**src/logic/rsc_params.svh**
```systemverilog
// Purpose: Offsets, field positions, reset values and times of the
//          reset source controller.
// Assumes: 100 MHz system clock.
// Notes:   Times in ns.
`ifndef RSC_PARAMS_SVH
`define RSC_PARAMS_SVH

`define RSC_CLK_NS          10
// Cause flag register, bit positions
`define RSC_FLAG_OFFSET     20'hFFFA8
`define RSC_FLAG_ILLOP      7
`define RSC_FLAG_WDT        4
`define RSC_FLAG_PARITY     2
`define RSC_FLAG_ACCESS     1
`define RSC_FLAG_VOLT       0
`define RSC_FLAG_RESET      8'h00
`define RSC_ILLEGAL_OPCODE  8'hFF
// Release processing, typical figures
`define RSC_FIRST_LVD_NS    672000
`define RSC_FIRST_NOLVD_NS  399000
`define RSC_LATER_LVD_NS    531000
`define RSC_LATER_NOLVD_NS  259000
`define RSC_STAB_NS         990000
`define RSC_EXT_MIN_NS      10000
// Host APB register offsets
`define RSC_CTRL_OFFSET     12'h000
`define RSC_EVT_OFFSET      12'h004
`define RSC_VEC_OFFSET      12'h008
`define RSC_STAT_OFFSET     12'h00C
// Host CTRL fields
`define RSC_CTRL_PIN_LOW    0
`define RSC_CTRL_POR_LOW    1
`define RSC_CTRL_LVD_LOW    2
`define RSC_CTRL_LVD_EN     3
`define RSC_CTRL_DEBUG      4
`define RSC_CTRL_PRD        5
`define RSC_CTRL_RESET      16'h0001
// Host EVT fields, write one to pulse
`define RSC_EVT_WDT         0
`define RSC_EVT_FETCH       1
`define RSC_EVT_PARITY      2
`define RSC_EVT_ACCESS      3
`define RSC_EVT_FLAG_RD     4
`define RSC_EVT_PRD_WR      5
`define RSC_EVT_PORT_HIGH   6

`endif

```
**src/logic/rsc_pkg.sv**
```systemverilog
// Purpose: Types shared by both ends of the reset source controller.
// Assumes: Nothing.
// Notes:   One-hot state codes.
package rsc_pkg;
    typedef enum logic [3:0] {
        RSC_HOLD = 4'h1,
        RSC_STAB = 4'h2,
        RSC_PROC = 4'h4,
        RSC_RUN  = 4'h8
    } rsc_state_t;
    typedef logic [7:0]  rsc_byte_t;
    typedef logic [15:0] rsc_word_t;
endpackage : rsc_pkg

```
**src/logic/rsc_link_if.sv**
```systemverilog
// Purpose: Link between the reset controller and its surroundings.
// Assumes: Both ends on clk_sys; pins are modelled as o/oe pairs.
// Notes:   Wire levels of the pins are not resolved; the host reads o and oe raw.
`timescale 1ns/1ps
`default_nettype none
interface rsc_link_if;
    import rsc_pkg::*;
    logic      reset_pin_n;
    logic      por_low;
    logic      lvd_low;
    logic      lvd_enable;
    logic      debug_mode;
    logic      wdt_ovf;
    logic      op_fetch;
    rsc_byte_t opcode;
    logic      parity_err;
    logic      illegal_acc;
    logic      flag_rd;
    rsc_byte_t flag_rdata;
    logic      prd_wr;
    logic      prd_wdata;
    logic      port_set_high;
    rsc_byte_t vec_lo;
    rsc_byte_t vec_hi;
    logic      reset_out_o;
    logic      reset_out_oe;
    logic      debug_o;
    logic      debug_oe;

    modport device (
        input  reset_pin_n, por_low, lvd_low, lvd_enable, debug_mode,
        input  wdt_ovf, op_fetch, opcode, parity_err, illegal_acc,
        input  flag_rd, prd_wr, prd_wdata, port_set_high, vec_lo, vec_hi,
        output flag_rdata, reset_out_o, reset_out_oe, debug_o, debug_oe
    );
    modport host (
        output reset_pin_n, por_low, lvd_low, lvd_enable, debug_mode,
        output wdt_ovf, op_fetch, opcode, parity_err, illegal_acc,
        output flag_rd, prd_wr, prd_wdata, port_set_high, vec_lo, vec_hi,
        input  flag_rdata, reset_out_o, reset_out_oe, debug_o, debug_oe
    );
endinterface : rsc_link_if
`default_nettype wire

```
**src/logic/rsc_device.sv**
```systemverilog
// Purpose: Reset source controller, device end.
// Assumes: Events on clk_sys; pin and detectors are not.
// Notes:   Power-up through rst_n is treated like a power-on reset.
//
// What this block does
// - Any of seven sources asserts reset
// - On release load PC from bytes 0,1
// - Opcode FFH resets, except under debug
// - Pin held low at least 10 us
// - Internal resets end alone; pin waits high
// - CPU resumes on fast internal oscillator
// - Reset stops oscillators, clocks, CPU, peripherals
// - Reset-out low; debug pin floats or pulls
// - Detector resets release when supply recovers
// - Detector reset spares detector; others stop it
// - PC reloaded; parity disable, port latch cleared
// - Eight-bit read-only cause flag register
// - Each internal source sets its flag only
// - Pin, power-on reset, byte read clear flags
// - Software reads flags only as bytes
// - Every reset re-enables parity resets
// - Software initialises RAM before parity use
// - Software drives reset-out high around reset
// - First release 0.672 or 0.399 ms
// - Later releases 0.531 or 0.259 ms
// - Stabilization wait 0.99 ms after power-up
`timescale 1ns/1ps
`default_nettype none
`include "rsc_params.svh"
module rsc_device #(
    parameter int unsigned STAB_CYC        = `RSC_STAB_NS / `RSC_CLK_NS,
    parameter int unsigned FIRST_LVD_CYC   = `RSC_FIRST_LVD_NS / `RSC_CLK_NS,
    parameter int unsigned FIRST_NOLVD_CYC =
        `RSC_FIRST_NOLVD_NS / `RSC_CLK_NS,
    parameter int unsigned LATER_LVD_CYC   = `RSC_LATER_LVD_NS / `RSC_CLK_NS,
    parameter int unsigned LATER_NOLVD_CYC =
        `RSC_LATER_NOLVD_NS / `RSC_CLK_NS
) (
    input  wire logic          clk_sys,
    input  wire logic          rst_n,
    rsc_link_if.device         link,
    output logic               sys_reset,
    output logic               osc_stop,
    output logic               ext_clk_ignore,
    output logic               periph_halt,
    output logic               fast_osc_sel,
    output logic               lvd_stop,
    output rsc_pkg::rsc_word_t pc_value,
    output logic               cpu_run
);
    import rsc_pkg::*;

    // ************************************************************
    // Source conditioning
    // ************************************************************
    logic [2:0]  lvl_s;
    logic        ext_req;
    logic        por_req;
    logic        lvd_req;
    logic        level_req;
    logic        wdt_ev;
    logic        illop_ev;
    logic        par_ev;
    logic        acc_ev;
    logic        int_ev;
    rsc_state_t  state_r;
    rsc_state_t  state_nxt;
    logic [17:0] cnt_r;
    logic [17:0] cnt_nxt;
    logic [17:0] proc_cyc;
    logic        first_r;
    logic        stab_r;
    logic        pin_kind_r;
    logic        lvd_kind_r;
    logic        parity_dis_r;
    logic        port_high_r;
    rsc_byte_t   flags_r;
    rsc_byte_t   flag_rdata_r;
    rsc_word_t   pc_r;

    // Pin and detectors are asynchronous to clk_sys
    rsc_sync2 #(.WIDTH(3), .INIT(3'h7)) u_sync (
        .clk_sys (clk_sys),
        .rst_n   (rst_n),
        .din     ({~link.reset_pin_n, link.por_low, link.lvd_low}),
        .dout    (lvl_s)
    );

    assign ext_req  = lvl_s[2];
    assign por_req  = lvl_s[1];
    // Only while enabled and not stopped
    assign lvd_req  = lvl_s[0] & link.lvd_enable & ~lvd_stop;
    assign level_req = ext_req | por_req | lvd_req;

    // Internal sources only count while the CPU runs
    assign wdt_ev   = cpu_run & link.wdt_ovf;
    assign illop_ev = cpu_run & link.op_fetch & ~link.debug_mode
                    & (link.opcode == `RSC_ILLEGAL_OPCODE);
    assign par_ev   = cpu_run & link.parity_err & ~parity_dis_r;
    assign acc_ev   = cpu_run & link.illegal_acc;
    assign int_ev   = wdt_ev | illop_ev | par_ev | acc_ev;

    // ************************************************************
    // Reset sequencer
    // ************************************************************
    // First release after power-up waits longer
    assign proc_cyc = first_r ? (link.lvd_enable ? 18'(FIRST_LVD_CYC)
        : 18'(FIRST_NOLVD_CYC))
        : link.lvd_enable ? 18'(LATER_LVD_CYC)
        : 18'(LATER_NOLVD_CYC);

    always_comb begin
        state_nxt = state_r;
        cnt_nxt   = cnt_r;
        case (state_r)
            RSC_HOLD: begin
                // Pin reset waits for the pin; internal ones do not
                if (!level_req) begin
                    if (stab_r) begin
                        state_nxt = RSC_STAB;
                        cnt_nxt   = 18'(STAB_CYC - 1);
                    end else begin
                        state_nxt = RSC_PROC;
                        cnt_nxt   = proc_cyc - 18'h00001;
                    end
                end
            end
            RSC_STAB: begin
                if (cnt_r == 18'h00000) begin
                    state_nxt = RSC_PROC;
                    cnt_nxt   = proc_cyc - 18'h00001;
                end else begin
                    cnt_nxt = cnt_r - 18'h00001;
                end
            end
            RSC_PROC: begin
                if (cnt_r == 18'h00000) begin
                    state_nxt = RSC_RUN;
                end else begin
                    cnt_nxt = cnt_r - 18'h00001;
                end
            end
            RSC_RUN: state_nxt = RSC_RUN;
            default: state_nxt = RSC_HOLD;
        endcase
        // Any request restarts the whole sequence
        if (level_req || int_ev) begin
            state_nxt = RSC_HOLD;
        end
    end

    always_ff @(posedge clk_sys or negedge rst_n) begin
        if (!rst_n) begin
            state_r <= RSC_HOLD;
            cnt_r   <= 18'h00000;
        end else begin
            state_r <= state_nxt;
            cnt_r   <= cnt_nxt;
        end
    end

    // Power-up history selects the long waits
    always_ff @(posedge clk_sys or negedge rst_n) begin
        if (!rst_n) begin
            first_r <= 1'b1;
            stab_r  <= 1'b1;
        end else if (por_req) begin
            first_r <= 1'b1;
            stab_r  <= 1'b1;
        end else begin
            if (state_r == RSC_PROC && state_nxt == RSC_RUN) begin
                first_r <= 1'b0;
            end
            if (state_r == RSC_STAB && state_nxt == RSC_PROC) begin
                stab_r <= 1'b0;
            end
        end
    end

    // Kind of the reset in progress, for pins and detector
    always_ff @(posedge clk_sys or negedge rst_n) begin
        if (!rst_n) begin
            pin_kind_r <= 1'b1;
            lvd_kind_r <= 1'b0;
        end else if (level_req || int_ev) begin
            pin_kind_r <= ext_req | por_req;
            lvd_kind_r <= lvd_req & ~ext_req & ~por_req & ~int_ev;
        end
    end

    // ************************************************************
    // Clock, halt and program counter
    // ************************************************************
    assign sys_reset      = (state_r != RSC_RUN);
    assign cpu_run        = (state_r == RSC_RUN);
    assign osc_stop       = (state_r == RSC_HOLD);
    assign ext_clk_ignore = (state_r == RSC_HOLD);
    assign periph_halt    = sys_reset;
    // Other clock choices are made by software after release
    assign fast_osc_sel   = 1'b1;
    // Detector runs on through its own reset only
    assign lvd_stop       = sys_reset & ~lvd_kind_r;

    // PC is reloaded at release; every reset also clears the parity disable and the port latch
    always_ff @(posedge clk_sys or negedge rst_n) begin
        if (!rst_n) begin
            pc_r <= 16'h0000;
        end else if (state_r == RSC_PROC && state_nxt == RSC_RUN) begin
            pc_r <= {link.vec_hi, link.vec_lo};
        end
    end
    assign pc_value = pc_r;

    // ************************************************************
    // Cause flags and parity control
    // ************************************************************
    always_ff @(posedge clk_sys or negedge rst_n) begin
        if (!rst_n) begin
            flags_r <= `RSC_FLAG_RESET;
        end else if (ext_req || por_req) begin
            flags_r <= `RSC_FLAG_RESET;
        end else begin
            // Read clear first, so a same-cycle event survives
            if (link.flag_rd) begin
                flags_r <= `RSC_FLAG_RESET;
            end
            // Held bits stay; internal resets touch only their own
            if (illop_ev) flags_r[`RSC_FLAG_ILLOP] <= 1'b1;
            if (wdt_ev) flags_r[`RSC_FLAG_WDT] <= 1'b1;
            if (par_ev) flags_r[`RSC_FLAG_PARITY] <= 1'b1;
            if (acc_ev) flags_r[`RSC_FLAG_ACCESS] <= 1'b1;
            if (lvd_req && !lvd_stop) begin
                flags_r[`RSC_FLAG_VOLT] <= 1'b1;
            end
        end
    end

    // Byte read; unused bits are never set and read zero
    always_ff @(posedge clk_sys or negedge rst_n) begin
        if (!rst_n) begin
            flag_rdata_r <= 8'h00;
        end else if (link.flag_rd) begin
            flag_rdata_r <= flags_r;
        end
    end
    assign link.flag_rdata = flag_rdata_r;

    always_ff @(posedge clk_sys or negedge rst_n) begin
        if (!rst_n) begin
            parity_dis_r <= 1'b0;
        end else if (sys_reset) begin
            parity_dis_r <= 1'b0;
        end else if (link.prd_wr) begin
            parity_dis_r <= link.prd_wdata;
        end
    end

    // ************************************************************
    // Port pins
    // ************************************************************
    // Latch falls in reset, so the pin can reset external parts
    always_ff @(posedge clk_sys or negedge rst_n) begin
        if (!rst_n) begin
            port_high_r <= 1'b0;
        end else if (sys_reset) begin
            port_high_r <= 1'b0;
        end else if (link.port_set_high) begin
            port_high_r <= 1'b1;
        end
    end
    // Latch clears a cycle late; gate so the pin is low at once
    assign link.reset_out_o  = port_high_r & ~sys_reset;
    assign link.reset_out_oe = 1'b1;
    // Pull-up modelled as a weak high drive
    assign link.debug_o      = 1'b1;
    assign link.debug_oe     = ~(sys_reset & pin_kind_r);
endmodule : rsc_device
`default_nettype wire

```
**src/logic/rsc_sync2.sv**
```systemverilog
// Purpose: Two-flop synchroniser for levels from outside the clock.
// Assumes: Inputs are slow levels.
// Notes:   The first stage feeds only the second.
`timescale 1ns/1ps
`default_nettype none
module rsc_sync2 #(
    parameter int unsigned WIDTH = 1,
    parameter logic [WIDTH-1:0] INIT = '0
) (
    input  wire logic             clk_sys,
    input  wire logic             rst_n,
    input  wire logic [WIDTH-1:0] din,
    output logic      [WIDTH-1:0] dout
);
    logic [WIDTH-1:0] meta_r;

    always_ff @(posedge clk_sys or negedge rst_n) begin
        if (!rst_n) begin
            meta_r <= INIT;
            dout   <= INIT;
        end else begin
            meta_r <= din;
            dout   <= meta_r;
        end
    end
endmodule : rsc_sync2
`default_nettype wire

```
**src/flat_wrapper.sv**
```systemverilog
// flat-port wrapper written by rule: the top's interface ports become plain ports
module rsc_device_flat import rsc_pkg::*;
#(
    parameter int unsigned STAB_CYC        = `RSC_STAB_NS / `RSC_CLK_NS,
    parameter int unsigned FIRST_LVD_CYC   = `RSC_FIRST_LVD_NS / `RSC_CLK_NS,
    parameter int unsigned FIRST_NOLVD_CYC =
        `RSC_FIRST_NOLVD_NS / `RSC_CLK_NS,
    parameter int unsigned LATER_LVD_CYC   = `RSC_LATER_LVD_NS / `RSC_CLK_NS,
    parameter int unsigned LATER_NOLVD_CYC =
        `RSC_LATER_NOLVD_NS / `RSC_CLK_NS
)
  (clk_sys, rst_n, sys_reset, osc_stop, ext_clk_ignore, periph_halt, fast_osc_sel, lvd_stop, pc_value, cpu_run, link_reset_pin_n, link_por_low, link_lvd_low, link_lvd_enable, link_debug_mode, link_wdt_ovf, link_op_fetch, link_opcode, link_parity_err, link_illegal_acc, link_flag_rd, link_prd_wr, link_prd_wdata, link_port_set_high, link_vec_lo, link_vec_hi, link_flag_rdata, link_reset_out_o, link_reset_out_oe, link_debug_o, link_debug_oe);
  rsc_link_if link_i ();
  input  wire logic clk_sys;
  input  wire logic rst_n;
  output logic sys_reset;
  output logic osc_stop;
  output logic ext_clk_ignore;
  output logic periph_halt;
  output logic fast_osc_sel;
  output logic lvd_stop;
  output rsc_pkg::rsc_word_t pc_value;
  output logic cpu_run;
  input wire logic [$bits(link_i.reset_pin_n)-1:0] link_reset_pin_n;
  input wire logic [$bits(link_i.por_low)-1:0] link_por_low;
  input wire logic [$bits(link_i.lvd_low)-1:0] link_lvd_low;
  input wire logic [$bits(link_i.lvd_enable)-1:0] link_lvd_enable;
  input wire logic [$bits(link_i.debug_mode)-1:0] link_debug_mode;
  input wire logic [$bits(link_i.wdt_ovf)-1:0] link_wdt_ovf;
  input wire logic [$bits(link_i.op_fetch)-1:0] link_op_fetch;
  input wire logic [$bits(link_i.opcode)-1:0] link_opcode;
  input wire logic [$bits(link_i.parity_err)-1:0] link_parity_err;
  input wire logic [$bits(link_i.illegal_acc)-1:0] link_illegal_acc;
  input wire logic [$bits(link_i.flag_rd)-1:0] link_flag_rd;
  input wire logic [$bits(link_i.prd_wr)-1:0] link_prd_wr;
  input wire logic [$bits(link_i.prd_wdata)-1:0] link_prd_wdata;
  input wire logic [$bits(link_i.port_set_high)-1:0] link_port_set_high;
  input wire logic [$bits(link_i.vec_lo)-1:0] link_vec_lo;
  input wire logic [$bits(link_i.vec_hi)-1:0] link_vec_hi;
  output wire logic [$bits(link_i.flag_rdata)-1:0] link_flag_rdata;
  output wire logic [$bits(link_i.reset_out_o)-1:0] link_reset_out_o;
  output wire logic [$bits(link_i.reset_out_oe)-1:0] link_reset_out_oe;
  output wire logic [$bits(link_i.debug_o)-1:0] link_debug_o;
  output wire logic [$bits(link_i.debug_oe)-1:0] link_debug_oe;
  assign link_i.reset_pin_n = link_reset_pin_n;
  assign link_i.por_low = link_por_low;
  assign link_i.lvd_low = link_lvd_low;
  assign link_i.lvd_enable = link_lvd_enable;
  assign link_i.debug_mode = link_debug_mode;
  assign link_i.wdt_ovf = link_wdt_ovf;
  assign link_i.op_fetch = link_op_fetch;
  assign link_i.opcode = link_opcode;
  assign link_i.parity_err = link_parity_err;
  assign link_i.illegal_acc = link_illegal_acc;
  assign link_i.flag_rd = link_flag_rd;
  assign link_i.prd_wr = link_prd_wr;
  assign link_i.prd_wdata = link_prd_wdata;
  assign link_i.port_set_high = link_port_set_high;
  assign link_i.vec_lo = link_vec_lo;
  assign link_i.vec_hi = link_vec_hi;
  assign link_flag_rdata = link_i.flag_rdata;
  assign link_reset_out_o = link_i.reset_out_o;
  assign link_reset_out_oe = link_i.reset_out_oe;
  assign link_debug_o = link_i.debug_o;
  assign link_debug_oe = link_i.debug_oe;
  rsc_device #(.STAB_CYC(STAB_CYC), .FIRST_LVD_CYC(FIRST_LVD_CYC), .FIRST_NOLVD_CYC(FIRST_NOLVD_CYC), .LATER_LVD_CYC(LATER_LVD_CYC), .LATER_NOLVD_CYC(LATER_NOLVD_CYC)) u_core (.clk_sys(clk_sys), .rst_n(rst_n), .link(link_i), .sys_reset(sys_reset), .osc_stop(osc_stop), .ext_clk_ignore(ext_clk_ignore), .periph_halt(periph_halt), .fast_osc_sel(fast_osc_sel), .lvd_stop(lvd_stop), .pc_value(pc_value), .cpu_run(cpu_run));
endmodule
```
**config.mk**
```make
export PLATFORM = sky130hd
export DESIGN_NAME = rsc_device_flat
export DESIGN_NICKNAME = d
export VERILOG_FILES = /design/src/logic/rsc_pkg.sv /design/src/logic/rsc_link_if.sv /design/src/logic/rsc_device.sv /design/src/logic/rsc_sync2.sv /design/src/flat_wrapper.sv
export VERILOG_INCLUDE_DIRS = /design/src /design/src/logic
export SDC_FILE = /design/constraint.sdc
export NUM_CORES = 1
export LEC_CHECK = 0
export BUFFER_PORTS_ARGS = -buffer_cell sky130_fd_sc_hd__buf_2
export CELL_PAD_IN_SITES_DETAIL_PLACEMENT = 0
export CELL_PAD_IN_SITES_GLOBAL_PLACEMENT = 2
export CORE_ASPECT_RATIO = 2
export CORE_MARGIN = 2
export CORE_UTILIZATION = 34
export CTS_CLUSTER_DIAMETER = 150
export DETAILED_ROUTE_END_ITERATION = 6
export HOLD_SLACK_MARGIN = 0.1
export PLACE_DENSITY_LB_ADDON = 0.1
export SYNTH_ARGS = -nofsm -noshare
export SYNTH_HDL_FRONTEND = slang
export SYNTH_SLANG_ARGS = --single-unit
```
**constraint.sdc**
```tcl
create_clock -name clk_sys -period 3.2 [get_ports clk_sys]
set_clock_uncertainty 0.2 [all_clocks]
set_input_delay 0 -clock clk_sys [delete_from_list [all_inputs] [get_ports clk_sys]]
set_output_delay 0 -clock clk_sys [all_outputs]
set_load 0.1 [all_outputs]
```
* Word-level counts from Yosys, hierarchy flattened
Index checks and enable logic that the tools add are counted.
** Word-level totals
- Register bits :: 66
- Latch bits :: 0
- Bits in writable memories :: 0
- ROM bits :: 0
- Bits of input ports :: 39
- Output and inout bits :: 35
- Word-level logic and storage cells :: 108
- Memories kept :: 0
** Operators by class
- $add $sub $neg :: 2
- Multipliers :: 0
- Divide/modulo/power cells :: 0
- $lt $le $gt $ge :: 0
- Equality and inequality tests :: 10
- Shifts and indexed selects :: 0
- Multiplexer cells :: 29
- Bitwise logic cells :: 30
- Reductions and logical operators :: 19
** Operator list (count)
- $mux W18 :: 5
- $pmux W18 S3 :: 1
- $sub A18 B1 Y18 const B :: 2
- $logic_not A18 Y1 :: 1
- $reduce_bool A3 Y1 :: 6
- $mux W17 :: 1
- $mux W16 :: 1
- $mux W4 :: 4
- $mux W8 :: 2
- $pmux W4 S4 :: 1
- $and A1 B1 Y1 :: 15
- $mux W1 :: 13
- $not A1 Y1 :: 10
- $reduce_bool A2 Y1 :: 5
- $eq A4 B3 Y1 const B :: 2
- $eq A4 B4 Y1 const B :: 2
- $eq A8 B8 Y1 const B :: 1
- $or A1 B1 Y1 :: 5
- $eq A4 B1 Y1 const B :: 1
- $eq A4 B2 Y1 const B :: 1
- $ne A2 B2 Y1 const B :: 2
- $ne A4 B4 Y1 const B :: 1
- $logic_and A1 B1 Y1 :: 3
- $mux W3 :: 1
- 3 further kinds :: 4

* Logic depth before layout (Yosys ltp)
- Word-level depth :: 13
- Depth in mapped cells :: 9
- Depth with buffers taken out :: 8

* Hierarchy
A second synthesis with hierarchy kept.
** Unflattened totals
- Cells, all modules :: 327
- Area total of the unflattened synthesis :: 3380.7 um^2
** Modules (own cells, without submodules)
- rsc_device :: instances 1, cells an instance 321, area each 3223.1 um^2, seq. area each 1356.3 um^2
- rsc_sync2 :: instances 1, cells an instance 6, area each 157.7 um^2, seq. area each 157.7 um^2

* Least setup slack after synthesis
Ideal clock, no wire load.
- Kind :: reg-to-reg
- Start :: reg u_core.state_r[0]
- End :: reg u_core.pc_r[10], in the netlist u_core.pc_value[10]
- Library setup time :: 0.125 ns
- Arrival time :: 3.604 ns
- Data required time :: 2.875 ns
- Slack :: -0.729 ns
- Cell stages (with the launch flop) :: 9
- Buffers on the path :: 2
- Clock period less this slack :: 3.929 ns
- Cells stage by stage :: dfstp_2 > buf_6 > nor4b_4 > inv_4 > or4_4 > and4_4 > nand2_4 > buf_12 > mux2_4
** On the way
- Longest elaborated chain between the ends :: 11
- Elaborated cells between the ends (all ways) :: 27
- Classes of those cells :: 6 x eq/ne; 5 x mux; 14 x bitwise; 2 x reduce/logical
** Ends and longest elaborated chain
- start: declaration :: RTL line rsc_device.sv:66 : rsc_state_t state_r;
- start signal: assignment :: RTL line rsc_device.sv:157 : state_r <= state_nxt;
- $eq A4 B4 Y1 (*) :: RTL line rsc_device.sv:195 : assign cpu_run = (state_r == RSC_RUN);
- named net cpu_run :: RTL line flat_wrapper.sv:23 : output logic cpu_run;
- $and A1 B1 Y1 (3 in series) :: RTL line rsc_device.sv:97 : assign illop_ev = cpu_run & link.op_fetch & ~link.debug_mode
- $or A1 B1 Y1 (3 in series) :: RTL line rsc_device.sv:101 : assign int_ev = wdt_ev | illop_ev | par_ev | acc_ev;
- $logic_or A1 B1 Y1 :: RTL line rsc_device.sv:147 : if (level_req || int_ev) begin
- $mux W4 (*) :: RTL line rsc_device.sv:147
- $eq A4 B4 Y1 (*) :: RTL line rsc_device.sv:208 : end else if (state_r == RSC_PROC && state_nxt == RSC_RUN) begin
- $logic_and A1 B1 Y1 (*) :: RTL line rsc_device.sv:208
- end signal: assignment :: RTL line rsc_device.sv:209 : pc_r <= {link.vec_hi, link.vec_lo};
- end: declaration :: RTL line rsc_device.sv:79 : rsc_word_t pc_r;
The timed path passes the listed nets; every way through them passes the cells marked *.
A chain may end at the register's enable or synchronous reset.

* Worst setup path after layout
- Start :: reg u_core.state_r[1]
- End :: reg u_core.lvd_kind_r
** On the way
- Longest elaborated chain between the ends :: 9
- Elaborated cells between the ends (all ways) :: 21
- Classes of those cells :: 2 x eq/ne; 18 x bitwise; 1 x reduce/logical
** Ends and longest elaborated chain
- $eq A4 B4 Y1 :: RTL line rsc_device.sv:195
- $and A1 B1 Y1 (3 in series) :: RTL line rsc_device.sv:97
- $or A1 B1 Y1 (3 in series) :: RTL line rsc_device.sv:101
- $not A1 Y1 :: RTL line rsc_device.sv:187 : lvd_kind_r <= lvd_req & ~ext_req & ~por_req & ~int_ev;
- $and A1 B1 Y1 :: RTL line rsc_device.sv:187
- end signal: assignment :: RTL line rsc_device.sv:187
- end: declaration :: RTL line rsc_device.sv:74 : logic lvd_kind_r;
Parallel ways exist; a longest one is shown, timed or not.

==> metrics.yaml <==
crit_type: "reg -> reg"
tns_ns: 0
finalCriticalPeriod_ns: 3.07
portBuffers: 67
numCtsBuffers: 9
place_ws_ns: 0.553
finalSetupViolations: 0
cts_setup_buffers: 0
ctsHoldBuffers: 35
status: "complete, no violations"
h-tree-depth: 3
pwr_density_cell_nw_per_um2: 466
initial_core_util_pct: 35.2
dr_total_vias: 2880
internal_power_w: 0.00157
die_w_um: 73.7
cts.repair.resized: 0
postLayoutSetupSlackWorst_ns: 0.125
min_to: "u_core.u_sync.meta_r[0]"
pin_count: 74
endpoint_kind: "flop"
syn_avg_cell_area_um2: 10.1
fin_hold_ws_ns: 0.110
netSwitchingFraction_pct: 24.1
routabilityCongestion: 0.881
hpwlAfterDp_mm: 7.69
grt_pass1_wl_mm: 15.8
diodes: 0
synth-edff-count: 0
wl_mm: 10.1
slew_violations: 0
max-cap-violations: 0
viasPerCell: 5.26
final_area_um2: 4450
antenna_found_initial: 0
power_w: 0.00207
ys_ff_latch: 60
cts_tree: "built"
crit_fanout: 9
wl_per_cell_um: 18.3
clkPwrFrac_pct: 52.1
ys_warn_count: 0
required_ns: 3.21
rr_endpoint: "u_core.lvd_kind_r"
min_path_type: "in -> reg"
worstPathArrival_ns: 3.08
layout.nets: 486
synth_flop_cell: "dfrtp_1"
min_path_cells: 2
hp-start: "link_lvd_low"
synth.yosys.seq_area_share_pct: 45.8
worst_pin_slew_ns: 1.00
area_growth_pct: 34.6
power_leakage_nw: 2.12
antenna_left: 0
r2r_start: "u_core.state_r[1]"
r2r_setup_slack_ns: 0.13
slew_headroom_pct: 33.2
power_switching_w: 0.000499
syn_area_um2: 3300
finalCritPeriodShare_pct: 96.1
grt_usage_pct: 20.4
core-area_um2: 9380
drc: 0
clock-sinks: 60
cts_buffer_depth: 2
cp-start-kind: "flop"
cts_root_buf: "clkbuf_16"
comb_power_share_pct: 9.7
grt_max_degree: 45
grt_pass1_vias: 2955
dpl_cell_area_um2: 3760
clkTransAtPathRegs_ns: 0.05
async_reset_ff_share_pct: 100
syn-instance-count: 328
pwr-share-seq_pct: 38.3
r2r_cells: 7
rows: 50
max_freq_mhz: 325
clk_latency_ns: 0.33
drive_gt1_share_pct: 32.2
first_iter_violations: 188
rsz0062_at_grt: "no"
overflow: 0
ys_types: 58
dieHeight_um: 143
dieArea_um2: 10600
hold_viol_final: 0
ir_worst_vdd_mv: 0.246
dr.pass1.iters: 4
[power groups by stage]
stage	logic (W)	clock network, W	registers [W]
after floorplan	0.000120	0	0.000800
after global placement	0.000174	0	0.000806
after detailed placement	0.000175	0	0.000807
after CTS	0.000203	0.00110	0.000793
after global routing	0.000218	0.00114	0.000795
final	0.000200	0.00108	0.000793
[worst max-delay path by stage]
stage / endpoint / from
after CTS: u_core.lvd_kind_r / u_core.state_r[1]
final: u_core.lvd_kind_r / u_core.state_r[1]
after global placement: u_core.cnt_r[6] / u_core.cnt_r[15]
after global routing: u_core.lvd_kind_r / u_core.state_r[1]
after detailed placement: u_core.cnt_r[14] / u_core.cnt_r[0]
after floorplan: u_core.pc_value[10] / u_core.state_r[1]
[state kept, by name, summed over array words and instances, names as in the netlist, 3 cells and up]
signal and count:
u_core.pc_value 16, u_core.u_sync.meta_r 3, u_core.cnt_r 18, u_core.u_sync.dout 3, u_core.flags_r 5, u_core.state_r 4, u_core.link.flag_rdata 5
[worst max-delay path: stages, from the launching register on]
cell           delay (ns)
dfrtp_1              0.48
nor4b_4              0.39
inv_4                0.11
or4_4                0.53
dlygate4sd3_1        0.58
nand3_1              0.08
a21oi_1              0.04
dlygate4sd3_1        0.55
[final cells by class]
type | count | area (µm²)
Clock buffer | 11 | 253
Timing Repair Buffer | 115 | 783
Clock inverter | 5 | 82.6
Multi-Input combinational cell | 240 | 1630
Fill cell | 929 | 4940
Inverter | 13 | 51.3
Tap cell | 104 | 130
Sequential cell | 60 | 1510
[placed cells by master (no fill, tap or decap), drive strengths merged, types with 10 or more instances in the layout]
| cell type | Yosys | final |
|---|---|---|
| clkbuf | 8 | 11 |
| inv | 13 | 14 |
| dfrtp | 50 | 50 |
| dlygate4sd3 | 0 | 35 |
| mux2 | 22 | 22 |
| nor2 | 27 | 27 |
| a21oi | 26 | 26 |
| nand2 | 23 | 23 |
| dfstp | 10 | 10 |
| buf | 11 | 80 |
| nor3 | 10 | 10 |
| o21ai | 27 | 27 |
[metal layers]
layer	vias to the layer above	track usage (%)	share of wire, %	routed length, µm
met5	-	0	0	0
met4	0	10.0	4.4	447
met3	23	3.86	3.9	392
met2	88	38.0	56	5680
met1	1370	20.9	35	3540
li1	1399	-	-	-
[through the flow]
step                      utilization [%]  instances
final                                47.4        548
after global routing                 47.4        548
after CTS                            47.4        548
after detailed placement             40.1        497
after global placement               40.1        497
after floorplan                         -        332
[kinds of logic after synthesis]
family / share of synthesized area [%]
AOI/OAI and AO/OA: 16.6
xor gates and xnor gates: 0.796
adders and majority gates: 3.03
buffers and inverters: 5.61
DFF: 45.8
muxes: 9.13
other: 0.227
and+or+nand+nor: 18.8
[synth_stat cells (all sizes together), types with 3 or more instances]
master  instances  area, µm²
a32oi           3       26.3
nor3           10       50.1
o22ai           4       25.0
mux2           22        282
and2            4       26.3
inv            13       51.3
o21a            4       30.0
nor2b           5       31.3
dfrtp          50       1250
nand3           6       30.0
o31ai           3       22.5
nand2          23       93.8
clkbuf          8       31.3
buf            11        103
o21ai          27        135
a21oi          26        130
a31oi           8       50.1
nor2           27        101
ha              8        100
nand4           5       31.3
nor4b           4       68.8
nand2b          7       43.8
dfstp          10        263
nor4            3       18.8
or4b            3       30.0
(Power assumes the default switching activity.)
